### config.mk
export PLATFORM = sky130hd
export DESIGN_NAME = eel_top
export DESIGN_NICKNAME = d
export VERILOG_FILES = /design/src/eel_pkg.sv /design/src/eel_pin_drv.sv /design/src/eel_top.sv
export VERILOG_INCLUDE_DIRS = /design/src /design/src/src
export SDC_FILE = /design/constraint.sdc
export NUM_CORES = 1
export LEC_CHECK = 0
export BUFFER_PORTS_ARGS = -buffer_cell sky130_fd_sc_hd__buf_2
export CAP_MARGIN = 25
export CORE_UTILIZATION = 30
export CTS_CLUSTER_DIAMETER = 200
export CTS_CLUSTER_SIZE = 14
export DETAILED_ROUTE_END_ITERATION = 8
export GPL_TIMING_DRIVEN = 0
export PLACE_DENSITY_LB_ADDON = 0.12
export SETUP_SLACK_MARGIN = 0.3
export SYNTH_ARGS = -nofsm -noshare
export SYNTH_HDL_FRONTEND = slang
export SYNTH_SLANG_ARGS = --single-unit
export TNS_END_PERCENT = 30
### constraint.sdc
create_clock -name core_clk -period 4.7 [get_ports core_clk]
set_input_delay 0.235 -clock core_clk [delete_from_list [all_inputs] [get_ports core_clk]]
set_output_delay 0.235 -clock core_clk [all_outputs]
set_load 0.005 [all_outputs]
### src/eel_defines.svh
`ifndef EEL_DEFINES_SVH
`define EEL_DEFINES_SVH

// ==========================================================
// register byte offsets
`define EEL_OFS_CTRL    8'h00
`define EEL_OFS_STATUS  8'h04
`define EEL_OFS_MASK    8'h08
`define EEL_OFS_COUNT   8'h0C
`define EEL_OFS_PINS    8'h10
`define EEL_OFS_RESUME  8'h14

// ==========================================================
// control field positions
`define EEL_CTRL_MODE_LO  0
`define EEL_CTRL_MODE_HI  1
`define EEL_CTRL_HALT_EN  2
`define EEL_CTRL_RUN      3
`define EEL_CTRL_EVT0     4
`define EEL_CTRL_EVT1     5

// status / mask field positions
`define EEL_ST_HALT   0
`define EEL_ST_LOW0   1
`define EEL_ST_LOW1   2
`define EEL_ST_CARRY  3

// ==========================================================
// reset values and widths
`define EEL_CTRL_RST   6'h00
`define EEL_MASK_RST   4'h0
`define EEL_CNT_RST    16'h0000
`define EEL_CNT_MAX    16'hFFFF
`define EEL_RESP_OKAY  2'h0
`define EEL_RESP_SLV   2'h2

`endif

### src/eel_pkg.sv
`default_nettype none
package eel_pkg;
  // pin operating mode of both event lines
  typedef enum logic [1:0] {
    EEL_MODE_HIZ   = 2'b00,
    EEL_MODE_EVENT = 2'b01,
    EEL_MODE_COUNT = 2'b10
  } eel_mode_t;
endpackage
`default_nettype wire

### src/eel_pin_drv.sv
`default_nettype none
// ==========================================================
// one event line output stage
module eel_pin_drv (
  input  wire logic              core_clk,
  input  wire logic              rst_n,
  input  wire eel_pkg::eel_mode_t mode,
  input  wire logic              evt_req,
  input  wire logic              cnt_val,
  output logic                   pin_out,
  output logic                   pin_oe_n
);
  // registered so the pad sees no decode glitches
  always_ff @(posedge core_clk) begin
    if (!rst_n) begin
      pin_out  <= 1'b0;
      pin_oe_n <= 1'b1;
    end else begin
      case (mode)
        // low only
        eel_pkg::EEL_MODE_EVENT: begin
          pin_out  <= 1'b0;
          pin_oe_n <= ~evt_req; // released line floats high on pull-up
        end
        // totem pole
        eel_pkg::EEL_MODE_COUNT: begin
          pin_out  <= cnt_val;
          pin_oe_n <= 1'b0;
        end
        // inactive is hiz
        default: begin
          pin_out  <= 1'b0;
          pin_oe_n <= 1'b1;
        end
      endcase
    end
  end
endmodule
`default_nettype wire

### src/eel_top.sv
`include "eel_defines.svh"
`default_nettype none
// How it works
// each event line is tri-state and floats whenever not in an active mode.
// event mode drives a line only low, like an open collector.
// counting mode drives both lines as push-pull outputs for a counter.
// outside sources stay quiet while any device is in counting mode.
// with halt enabled, a low event line halts the processor; the code never halts while in counting mode.
// board pulse generator pulses input bus low on each output bus low.
// that pulse lasts over one test clock period and under 10 us.
// counting mode puts counter carry on line one, halted flag on zero.
// board input bus stays high during any benchmark or analysis count.
// a counting-enable input stops the pulse generator driving low.
// board edge splits the shared event signal into input and output.
// software returns the board output line high after an event.
// controller mode select feeds all TMS; scan chain loops to controller.
// chain reset is inverted controller event three, or board logic.
// pulse generator counts test clocks and re-arms after bus returns high.
module eel_top (
  input  wire logic        core_clk,
  input  wire logic        rst_n,
  input  wire logic [7:0]  s_axi_awaddr,
  input  wire logic        s_axi_awvalid,
  output logic             s_axi_awready,
  input  wire logic [31:0] s_axi_wdata,
  input  wire logic [3:0]  s_axi_wstrb,
  input  wire logic        s_axi_wvalid,
  output logic             s_axi_wready,
  output logic [1:0]       s_axi_bresp,
  output logic             s_axi_bvalid,
  input  wire logic        s_axi_bready,
  input  wire logic [7:0]  s_axi_araddr,
  input  wire logic        s_axi_arvalid,
  output logic             s_axi_arready,
  output logic [31:0]      s_axi_rdata,
  output logic [1:0]       s_axi_rresp,
  output logic             s_axi_rvalid,
  input  wire logic        s_axi_rready,
  input  wire logic        test_clk,
  input  wire logic        core_event_0,
  input  wire logic        core_event_1,
  input  wire logic        emulation_event_line_0_in,
  output logic             emulation_event_line_0_out,
  output logic             emulation_event_line_0_oe_n,
  input  wire logic        emulation_event_line_1_in,
  output logic             emulation_event_line_1_out,
  output logic             emulation_event_line_1_oe_n,
  output logic             cpu_halt,
  output logic             irq
);
  // ========================================================
  // state
  logic [5:0]        ctrl_r;
  logic [3:0]        status_r, mask_r, status_nxt;
  logic [15:0]       cnt_r;
  logic              carry_r, halt_r;
  logic [2:0]        tck_sync_r;
  logic [1:0]        l0_sync_r, l1_sync_r;
  logic [7:0]        awaddr_r;
  logic [31:0]       wdata_r;
  logic [3:0]        wstrb_r;
  logic              aw_got_r, w_got_r;
  eel_pkg::eel_mode_t mode;
  logic              do_wr, tck_rise, line_low, halt_trig, cnt_step;

  // unknown mode codes fall back to floating pins
  always_comb begin
    case (ctrl_r[`EEL_CTRL_MODE_HI:`EEL_CTRL_MODE_LO])
      2'h1:    mode = eel_pkg::EEL_MODE_EVENT;
      2'h2:    mode = eel_pkg::EEL_MODE_COUNT;
      default: mode = eel_pkg::EEL_MODE_HIZ;
    endcase
  end

  function automatic logic is_mapped(input logic [7:0] a);
    is_mapped = (a == `EEL_OFS_CTRL) || (a == `EEL_OFS_STATUS) ||
                (a == `EEL_OFS_MASK) || (a == `EEL_OFS_COUNT) ||
                (a == `EEL_OFS_PINS) || (a == `EEL_OFS_RESUME);
  endfunction

  // ========================================================
  // pin synchronisers; first stage feeds only the second
  always_ff @(posedge core_clk) begin
    if (!rst_n) begin
      tck_sync_r <= 3'h0;
      l0_sync_r  <= 2'h3;
      l1_sync_r  <= 2'h3;
    end else begin
      tck_sync_r <= {tck_sync_r[1:0], test_clk};
      l0_sync_r  <= {l0_sync_r[0], emulation_event_line_0_in};
      l1_sync_r  <= {l1_sync_r[0], emulation_event_line_1_in};
    end
  end
  assign tck_rise = tck_sync_r[1] & ~tck_sync_r[2];
  assign line_low = ~l0_sync_r[1] | ~l1_sync_r[1];
  // halting is judged on test clock edges, since a valid event low
  // lasts at least one test clock period; own count drive never halts
  assign halt_trig = ctrl_r[`EEL_CTRL_HALT_EN] & tck_rise & line_low &
                     (mode != eel_pkg::EEL_MODE_COUNT);

  // ========================================================
  // axi4-lite write channel: address and data in either order
  assign s_axi_awready = ~aw_got_r & ~s_axi_bvalid;
  assign s_axi_wready  = ~w_got_r & ~s_axi_bvalid;
  assign do_wr         = aw_got_r & w_got_r & ~s_axi_bvalid;

  always_ff @(posedge core_clk) begin
    if (!rst_n) begin
      aw_got_r     <= 1'b0;
      w_got_r      <= 1'b0;
      awaddr_r     <= 8'h00;
      wdata_r      <= 32'h00000000;
      wstrb_r      <= 4'h0;
      s_axi_bvalid <= 1'b0;
      s_axi_bresp  <= `EEL_RESP_OKAY;
    end else begin
      if (s_axi_awvalid && s_axi_awready) begin
        aw_got_r <= 1'b1;
        awaddr_r <= s_axi_awaddr;
      end
      if (s_axi_wvalid && s_axi_wready) begin
        w_got_r <= 1'b1;
        wdata_r <= s_axi_wdata;
        wstrb_r <= s_axi_wstrb;
      end
      if (do_wr) begin
        aw_got_r     <= 1'b0;
        w_got_r      <= 1'b0;
        s_axi_bvalid <= 1'b1;
        s_axi_bresp  <= is_mapped(awaddr_r) ? `EEL_RESP_OKAY
                                            : `EEL_RESP_SLV;
      end else if (s_axi_bready) begin
        s_axi_bvalid <= 1'b0;
      end
    end
  end

  // control and mask registers; all fields sit in byte lane 0
  always_ff @(posedge core_clk) begin
    if (!rst_n) begin
      ctrl_r <= `EEL_CTRL_RST;
      mask_r <= `EEL_MASK_RST;
    end else if (do_wr && wstrb_r[0]) begin
      if (awaddr_r == `EEL_OFS_CTRL) ctrl_r <= wdata_r[5:0];
      if (awaddr_r == `EEL_OFS_MASK) mask_r <= wdata_r[3:0];
    end
  end

  // ========================================================
  // halt on low line
  always_ff @(posedge core_clk) begin
    if (!rst_n) begin
      halt_r <= 1'b0;
    end else if (halt_trig) begin
      halt_r <= 1'b1; // a new event beats a resume in the same cycle
    end else if (do_wr && awaddr_r == `EEL_OFS_RESUME) begin
      halt_r <= 1'b0;
    end
  end
  assign cpu_halt = halt_r;

  // analysis counter runs only while counting and not halted
  assign cnt_step = (mode == eel_pkg::EEL_MODE_COUNT) &
                    ctrl_r[`EEL_CTRL_RUN] & ~halt_r;
  always_ff @(posedge core_clk) begin
    if (!rst_n) begin
      cnt_r   <= `EEL_CNT_RST;
      carry_r <= 1'b0;
    end else begin
      carry_r <= cnt_step && (cnt_r == `EEL_CNT_MAX);
      if (cnt_step) cnt_r <= cnt_r + 16'h0001;
    end
  end

  // ========================================================
  // sticky status, write one to clear, set wins over clear
  always_comb begin
    status_nxt = status_r;
    if (do_wr && wstrb_r[0] && awaddr_r == `EEL_OFS_STATUS)
      status_nxt = status_r & ~wdata_r[3:0];
    if (halt_trig)       status_nxt[`EEL_ST_HALT]  = 1'b1;
    if (~l0_sync_r[1])   status_nxt[`EEL_ST_LOW0]  = 1'b1;
    if (~l1_sync_r[1])   status_nxt[`EEL_ST_LOW1]  = 1'b1;
    if (carry_r)         status_nxt[`EEL_ST_CARRY] = 1'b1;
  end
  always_ff @(posedge core_clk) begin
    if (!rst_n) status_r <= 4'h0;
    else        status_r <= status_nxt;
  end
  assign irq = |(status_r & mask_r);

  // ========================================================
  // axi4-lite read channel, one cycle to rvalid
  assign s_axi_arready = ~s_axi_rvalid;
  always_ff @(posedge core_clk) begin
    if (!rst_n) begin
      s_axi_rvalid <= 1'b0;
      s_axi_rdata  <= 32'h00000000;
      s_axi_rresp  <= `EEL_RESP_OKAY;
    end else if (s_axi_arvalid && s_axi_arready) begin
      s_axi_rvalid <= 1'b1;
      s_axi_rresp  <= is_mapped(s_axi_araddr) ? `EEL_RESP_OKAY
                                              : `EEL_RESP_SLV;
      case (s_axi_araddr)
        `EEL_OFS_CTRL:   s_axi_rdata <= {26'h0, ctrl_r};
        `EEL_OFS_STATUS: s_axi_rdata <= {28'h0, status_r};
        `EEL_OFS_MASK:   s_axi_rdata <= {28'h0, mask_r};
        `EEL_OFS_COUNT:  s_axi_rdata <= {16'h0, cnt_r};
        `EEL_OFS_PINS:   s_axi_rdata <= {29'h0, halt_r,
                                          l1_sync_r[1], l0_sync_r[1]};
        default:         s_axi_rdata <= 32'h00000000;
      endcase
    end else if (s_axi_rready) begin
      s_axi_rvalid <= 1'b0;
    end
  end

  // ========================================================
  // pin stages
  // line 0 halted, line 1 carry
  eel_pin_drv u_line0 (
    .core_clk (core_clk),
    .rst_n    (rst_n),
    .mode     (mode),
    .evt_req  (ctrl_r[`EEL_CTRL_EVT0] | core_event_0),
    .cnt_val  (halt_r),
    .pin_out  (emulation_event_line_0_out),
    .pin_oe_n (emulation_event_line_0_oe_n)
  );
  eel_pin_drv u_line1 (
    .core_clk (core_clk),
    .rst_n    (rst_n),
    .mode     (mode),
    .evt_req  (ctrl_r[`EEL_CTRL_EVT1] | core_event_1),
    .cnt_val  (carry_r),
    .pin_out  (emulation_event_line_1_out),
    .pin_oe_n (emulation_event_line_1_oe_n)
  );
endmodule
`default_nettype wire

Word-level counts from Yosys, hierarchy flattened:

Cells that the tools add are included.

* add/subtract/negate cells: 1
* multiply operators: 0
* divide/modulo/power cells: 0
* $lt $le $gt $ge: 0
* equality and inequality tests: 18
* shift operators: 0
* mux-type cells: 17
* bitwise operators: 27
* reductions and logical operators: 29

Operators with widths (count)
* $pmux W16 S5: 1
* $eq A8 B4 Y1 const B: 4
* $eq A8 B5 Y1 const B: 4
* $add A16 B1 Y16 const B: 1
* $eq A16 B16 Y1 const B: 1
* $eq A8 B3 Y1 const B: 2
* $logic_not A8 Y1: 2
* $not A1 Y1: 11
* $and A1 B1 Y1: 10
* $logic_or A1 B1 Y1: 10
* $mux W1: 10
* $reduce_bool A2 Y1: 5
* $and A4 B4 Y4: 2
* $logic_and A1 B1 Y1: 7
* $reduce_and A2 Y1: 3
* $eq A2 B1 Y1 const B: 2
* $eq A2 B2 Y1 const B: 2
* $mux W2: 2
* $mux W4: 1
* $ne A2 B1 Y1 const B: 2
* $not A4 Y4: 1
* $pmux W1 S2: 2
* $pmux W2 S2: 1
* $reduce_or A4 Y1: 1
* other kinds (3): 5

* bits in registers: 98
* latch bits: 0
* bits in writable memories: 0
* memory bits (read-only): 0
* input port bits: 64
* word-level logic and storage cells: 118
* memories: 0

Logic depth before layout (Yosys ltp):

Gate-level depths: netlist of the first run.

* depth in word-level cells: 7
* depth in mapped cells: 5

Modules after synthesis:

A second synthesis of the first run with hierarchy kept.

* cells, all modules: 384
* area, all modules: 3582.2 sq um

By module, submodules not included
* eel_top: times used 1, cells each 372, area an instance 3427.0 sq um
* eel_pin_drv: times used 2, cells each 6, area an instance 77.6 sq um

Worst setup path after synthesis of the first run:

OpenSTA, ideal clock, no wires.

* kind: register to register
* start point: register awaddr_r[7]
* end point: register status_r[0]
* data arrival time: 1.567 ns
* setup slack: 3.000 ns
* stages on the path, launching flop included: 6
* buffers on the path: 1
* clock period less this slack: 1.700 ns
* cells stage by stage: dfxtp_1 > or4_4 > buf_6 > or3_1 > o31ai_1 > a21oi_1

* cells in the longest elaborated chain, start to end: 3

RTL lines
* start, declared: line eel_top.sv:59 `logic [7:0] awaddr_r;`
* start signal, assigned: line eel_top.sv:119 `awaddr_r <= s_axi_awaddr;`
* $eq A8 B3 Y1 (no source line)
* $logic_and A1 B1 Y1 (no source line)
* $reduce_bool A2 Y1 (no source line)
* end signal, assigned: line eel_top.sv:188 `else status_r <= status_nxt;`
* end, declared: line eel_top.sv:54 `logic [3:0] status_r, mask_r, status_nxt;`

Every way passes these cells.
A chain may end at the register's enable or synchronous reset.

Worst setup path in the final report of the first run:

* start point: register awaddr_r[7]
* end point: register ctrl_r[3]

* cells in the longest elaborated chain, start to end: 2

RTL lines
* $logic_not A8 Y1 (no source line)
* $reduce_and A2 Y1 (no source line)
* end signal, assigned: line eel_top.sv:141 `` ctrl_r <= `EEL_CTRL_RST; ``
* end signal, assigned: line eel_top.sv:144 `` if (awaddr_r == `EEL_OFS_CTRL) ctrl_r <= wdata_r[5:0]; ``
* end, declared: line eel_top.sv:53 `logic [5:0] ctrl_r;`

Every way passes these cells.

==> results.md, run 1 <==
- Core Rows: 38
- Fmax: 511 MHz
- Final Util: 39.1%
- Yosys warns: 0
- Register area share after synthesis: 47.0%
- Initial antenna violation count: 1
- Clock Latency Late Sink: around 0.33 ns
- Final WL: ~8900 um
- Critical Path AT: around 2.2 ns
- Die W: 109 um
- Port Buffers: 60
- Slowest cell on the critical path: or4_4
- M1 WL: 4190 um
- Synth Flop Type: dfxtp_1
- Pre-CTS setup slack: 2.76 ns
- Mean Syn Cell Area: 9.07 sq um
- Synthesized cell area: 3410 sq um
- Syn Inst Count: ~380
- Slew Limit Fails: 0
- Antenna Nets Post-Route: 0
- Via count: 2906
- Initial DRC count: 103
- Chip Height: roughly 110 um
- Asr flop ratio synth: 0%
- Top Layer Used: met4
- Flop2flop setup slack: 2.74 ns
- Vias in the first global route: between 2k and 3k
- RSZ-0062 raised after global routing: false
- Final worst path period share: between 40% and 50%
- Drt drc: 0
- Status: finished clean
- Tot GR Track Use: 15.6%
- Setup TNS Final: 0 ns
- First-pass iteration count of the detailed router: 4
- Hold Path Depth: 2
- Metal2 WL: 4120 um
- EDFF count, synth: 0
- Total core area: approximately 11000 sq um
- Startpoint types: flop
- Minimum clock period: about 2.0 ns
- Worst Max-Slew Pin Slew: a little under 0.7 ns
- Post-route setup slack: 2.74 ns
- Netlist cell types: 45
- Reg-to-Reg End: ctrl_r[3]
- Hold Buf Count CTS: 0
- Clock slew at reported path FFs: 0.06 ns
- Worst Path Required: between 4 and 5 ns
- Max incr delay on CP: 0.53 ns
- CTS tree: built
- # Post-CTS Setup Buffers: 0
- Drt wl/cell: 14.6 um
- Final hold violations: 0
- Clk root buf: clkbuf_16
- Vias per std cell: ~4.8
- Kind of critical path: flop to flop
- Worst Hold Endpoint: l0_sync_r[0]
- Crit path buf inv count: 1
- CTS Buffer Depth: 2
- Worst r2r src: awaddr_r[7]
- CTS H-tree depth: 3
- P&R area growth vs syn: 25.3%
- Post-synth top cells: dfxtp_1, nor2_1, nand2_1
- Endpoints failing setup: 0
- Hold Path Origin: emulation_event_line_0_in
- Top cell type's share of synthesized area: between 40% and 50%
- I/O Pins: approximately 110
- First-pass GRT wire length: 13700 um
- P per Cell Area: roughly 370 nW/um^2
- Max-slew headroom: a little over half
- Worst Setup End Kind: flop
- Clk sink count: 80
- Crit-path max FO: 6
- Largest area contributor in the netlist: dfxtp_1
- Die Area: between 10000 and 15000 sq um
- Cells on worst reg2reg path: 5
- Post-synthesis register bit count: 80
- DP HPWL: 6560 um
- CTS resizes: 0
- Final #Nets: ~530
- CTS buffer count: 9
- Largest delay share family, worst path: simple AND/OR/NAND/NOR gates
- Critical-path cell list: or4_4 > buf_6 > nor4_4 > mux2i_1 > nor2_1
- Hold WS: 0.0816 ns
- Share of layout cells above drive strength 1: a little over a fifth
- Initial core utilization: 31.2%
- Post-Route Skew: roughly 0.0067 ns
- Largest net degree at the start of global routing: 13
- Worst min path class: input port to flop
- IR drop worst, VDD: roughly 0.00018 V
- GP Congestion: 0.772
- MaxCap Viol Count: 0
- Grt ovf: 0
- Area contributors post-synth: dfxtp_1, mux2i_1, nor2_1, a21oi_1, buf_4
- WL met3: between 400 and 500 um
- Top-count cell post-synth: dfxtp_1
- Leak pwr: between 1.5 and 2 nW
-- stage by stage --
| step | area, sq um | power (mW) | cells |
|---|---|---|---|
| after CTS | 4270 | 1.59 | 608 |
| after floorplan | 3470 | 0.802 | 393 |
| final | 4270 | 1.58 | 609 |
| after global placement | 3950 | 0.843 | 593 |
| after detailed placement | 3950 | 0.845 | 593 |
| after global routing | 4270 | 1.64 | 608 |
-- registers in the layout (all words and copies together) (netlist names), 2 cells and up --
| name | flops |
|---|---|
| cnt_r | 16 |
| s_axi_rdata | 16 |
| awaddr_r | 8 |
| ctrl_r | 6 |
| wdata_r | 6 |
| mask_r | 4 |
| status_r | 4 |
| tck_sync_r | 3 |
| l0_sync_r | 2 |
| l1_sync_r | 2 |
-- power breakdown --
group	total (mW)	switching (mW)	internal [mW]
clock	0.753	0.263	0.490
sequential	0.710	0.0150	0.695
combinational	0.119	0.0662	0.0526
-- layer usage --
layer  track usage (%)  vias to the layer above
li1                  -                     1465
met1              20.3                     1355
met2              25.3                       76
met3              3.98                       10
met4              4.63                        0
met5                 0                        -
-- final cells by class --
cell class / count / area, sq um
antenna: 1 / 2.50
buffer: 35 / 209
clock buffer: 12 / 256
clock inverter: 3 / 65.1
fill: 1146 / 6660
inverter: 8 / 30.0
multi-input combinational: 270 / 1630
sequential: 80 / 1600
tap: 140 / 175
timing repair buffer: 60 / 300
-- cells in the final DEF (no fill, tap or decap), drive strengths merged, types with 2 or more instances in the layout --
cell	Yosys	routed
nand2	36	36
nand3b	2	2
mux4	2	2
nand4	4	4
or4	4	4
nor3	3	3
a221oi	2	2
nand3	13	13
a22oi	12	12
a31oi	4	4
xnor2	7	7
inv	7	7
dfxtp	80	80
o32ai	2	2
bufinv	0	2
clkbuf	14	26
nor2b	3	3
nand4b	2	2
and3	3	3
nor4	8	8
a22o	2	2
nand2b	9	9
clkinv	1	2
o21ai	11	11
nor2	50	50
a21oi	27	27
xor2	3	3
o31ai	3	3
conb	1	18
mux2i	21	21
and2	6	6
or4b	2	2
or3	3	3
and4	3	3
buf	21	81
-- worst max path at each step --
stage / startpoint / end / cells after the start
floorplan: awaddr_r[7] / status_r[0] / 5
global placement: awaddr_r[7] / ctrl_r[4] / 5
detailed placement: awaddr_r[7] / ctrl_r[3] / 5
CTS: awaddr_r[7] / ctrl_r[3] / 5
global route: awaddr_r[7] / ctrl_r[3] / 5
finish: awaddr_r[7] / ctrl_r[3] / 5
-- logic make-up after synthesis --
kind of cell               synth area share [%]
other                                     0.110
buffers and inverters                      7.01
adders and majority gates                 0.367
and+or+nand+nor                            24.3
xor gates and xnor gates                   2.57
muxes                                      7.49
DFF                                        47.0
AOI/OAI and AO/OA                          11.2
Note: power is estimated with default switching activity, not from simulation.
==> run 2: changes to the inputs <==
Settings changed: ABC_AREA from default to 1.
Clock period 4.7 ns to 1.8 ns, I/O delays scaled along.
==> results.md, run 2 <==
- CTS buffer count: 9 (unchanged)
- Mean Syn Cell Area: 7.24 sq um (-20%)
- GP Congestion: 0.848 (+9.9%)
- Kind of critical path: flop to flop
- Chip Height: 110 um (+1.7%)
- Worst Max-Slew Pin Slew: 0.633 ns (-0.0422 ns)
- Worst Setup End Kind: flop
- Vias in the first global route: 2911 (+9.7%)
- Top cell type's share of synthesized area: 45.4% (-1.6 points)
- Clk root buf: clkbuf_16
- RSZ-0062 raised after global routing: true
- Largest area contributor in the netlist: dfxtp_1
- Share of layout cells above drive strength 1: 22.9% (+1.1 points)
- Final worst path period share: 77.8% (+36 points)
- Die W: 110 um (+1.7%)
- Worst Path Required: 2.04 ns (-2.85 ns)
- Asr flop ratio synth: 0% (unchanged)
- Hold Path Depth: 3 (+1)
- Worst min path class: input port to flop
- Pre-CTS setup slack: 0.176 ns (-2.58 ns)
- Final WL: 8830 um (-0.36%)
- Crit-path max FO: 5 (-1)
- First-pass GRT wire length: 14500 um (+5.6%)
- Post-route setup slack: 0.399 ns (-2.34 ns)
- Endpoints failing setup: 0 (unchanged)
- Drt drc: 0 (unchanged)
- DP HPWL: 6630 um (+1.1%)
- Biggest regs: cnt_r (16), s_axi_rdata (16), awaddr_r (8)
- Vias per std cell: 4.42 (-7.5%)
- Initial antenna violation count: 0 (-1)
- Startpoint types: flop
- Syn Inst Count: 487 (+30%)
- EDFF count, synth: 0 (unchanged)
- Total core area: 11400 sq um (+4.4%)
- P&R area growth vs syn: 29.0%
- Post-synthesis register bit count: 80 (unchanged)
- CTS Buffer Depth: 2 (unchanged)
- Area contributors post-synth: dfxtp_1, nand2_1, a21oi_1, nor2_1, o21ai_0
- Final Util: 39.8% (+0.76 points)
- Grt ovf: 0 (unchanged)
- Leak pwr: 2.04 nW (+20%)
- Initial core utilization: 30.9% (-0.30 points)
- Clock Latency Late Sink: 0.34 ns (about the same)
- Largest net degree at the start of global routing: 13 (unchanged)
- Status: finished clean
- Register area share after synthesis: 45.4% (-1.6 points)
- CTS H-tree depth: 3 (unchanged)
- MaxCap Viol Count: 0 (unchanged)
- Diode count: 0 (-1)
- Final hold violations: 0 (unchanged)
- Design Area, Final: 4550 sq um (+6.4%)
- Fmax: 714 MHz (+40%)
- Max-slew headroom: 57.8% (+3.2 points)
- CTS tree: built
- Clk sink count: 80 (unchanged)
- Top-count cell post-synth: nand2_1
- Setup TNS Final: 0 ns (unchanged)
- Post-Route Skew: 0.00593 ns (-0.000748 ns)
- Initial DRC count: 116 (+13%)
- Via count: 3250 (+12%)
- Die Area: 12200 sq um (+3.4%)
- Antenna Nets Post-Route: 0 (unchanged)
- Post-synth top cells: nand2_1, dfxtp_1, nor2_1
- Synthesized cell area: 3530 sq um (+3.4%)
- Synth Flop Type: dfxtp_1
- Clock slew at reported path FFs: 0.06 ns (about the same)
- Yosys warns: 0 (unchanged)
- Leading cell type in the layout, fill and taps excluded: nand2_1
- IR drop worst, VDD: 0.000464 V (+160%)
- Core Rows: 39 (+2.6%)
- P per Cell Area: 936 nW/um^2 (+150%)
- Critical Path AT: 1.64 ns (-0.51 ns)
- Port Buffers: 63 (+5.0%)
- Cells on worst reg2reg path: 10 (+5)
- Minimum clock period: 1.40 ns (-0.556 ns)
- Drt wl/cell: 12.0 um (-18%)
- Hold WS: 0.00435 ns (-0.0772 ns)
- I/O Pins: 111 (unchanged)
- Netlist cell types: 28 (-38%)
- Post-place instance area: 4080 sq um (+3.4%)
- Slew Limit Fails: 0 (unchanged)
- Tot GR Track Use: 15.0% (-0.57 points)
- Final #Nets: 654 (+24%)
- Most frequent cells in the layout: nand2_1, dfxtp_1, buf_2
- First-pass iteration count of the detailed router: 4 (unchanged)
-- run 2: cell count changes in the layout (fill, tap and decap cells not counted), moves of 9 or more --
| cell | change |
|---|---|
| mux2i_1 | -21 |
| nand2b_1 | -9 |
| inv_1 | +44 |
| o21ai_0 | +35 |
| nor2_1 | +14 |
| a21oi_1 | +25 |
| nand2_1 | +52 |
| a22oi_1 | -12 |
-- run 2: repair_timing --
action	4_1_cts	5_1_grt
hold buffers	6	0
buffers inserted	0	5
resized for setup	1	21
endpoints found under the hold margin	6	0
pin swaps	0	5
setup endpoints to repair	1	20
-- run 2: worst paths after layout --
check	endpoint	startpoint	slack, ns
min reg2reg	tck_sync_r[1]	tck_sync_r[0]	0.41
min	wdata_r[5]	s_axi_wdata[5]	0.004
max reg2reg	cnt_r[15]	cpu_halt	0.40
max	cnt_r[15]	cpu_halt	0.40
-- run 2: logic make-up (layout without fill, tap and decap cells) --
family	after synthesis	count (layout)	synth area share, %
other	1	18	0.106
flip-flops	80	80	45.4
AO/OA/AOI/OAI	106	106	15.6
adder cells (fa/ha/maj)	1	1	0.355
AND/OR/NAND/NOR	211	211	26.7
buffers and inverters	86	175	11.3
XOR/XNOR	2	2	0.497
-- run 2: area by class of cell --
class	instances	area [sq um]
flip-flops and latches	80	1610
plain buffers	33	200
well taps	143	179
multi-input cells	338	1630
clock inverters	3	65.1
fillers	1255	6870
repair buffers	74	413
clock buffers	12	256
inverters	53	199
-- run 2: where the power goes --
group | switching, mW | internal [mW]
logic | 0.227 | 0.162
clock network | 0.703 | 1.28
registers | 0.0406 | 1.84
total | 0.970 | 3.29
-- run 2: metal layers --
| metal | wire (um) | GRT usage [%] | up-vias |
|---|---|---|---|
| met5 | 0 | 0 | - |
| met2 | 3670 | 21.2 | 77 |
| met4 | 178 | 6.31 | 0 |
| met3 | 400 | 4.39 | 13 |
| li1 | - | - | 1733 |
| met1 | 4590 | 21.2 | 1427 |
-- run 2: critical path, cell delays in order (launching register included) --
cell and delay [ns]:
dfxtp_4 0.36, inv_2 0.06, nand2_2 0.05, nor2_4 0.21, nand2_2 0.11, nor2_4 0.18, nand2_4 0.08, nor2_4 0.08
nand2_1 0.05, nand2_1 0.05, nor2_1 0.05
-- run 2: through the flow --
step / instances / power [mW]
final: 736 / 4.26
after global routing: 736 / 4.45
after CTS: 731 / 4.30
after detailed placement: 710 / 2.30
after global placement: 710 / 2.29
after floorplan: 504 / 2.16
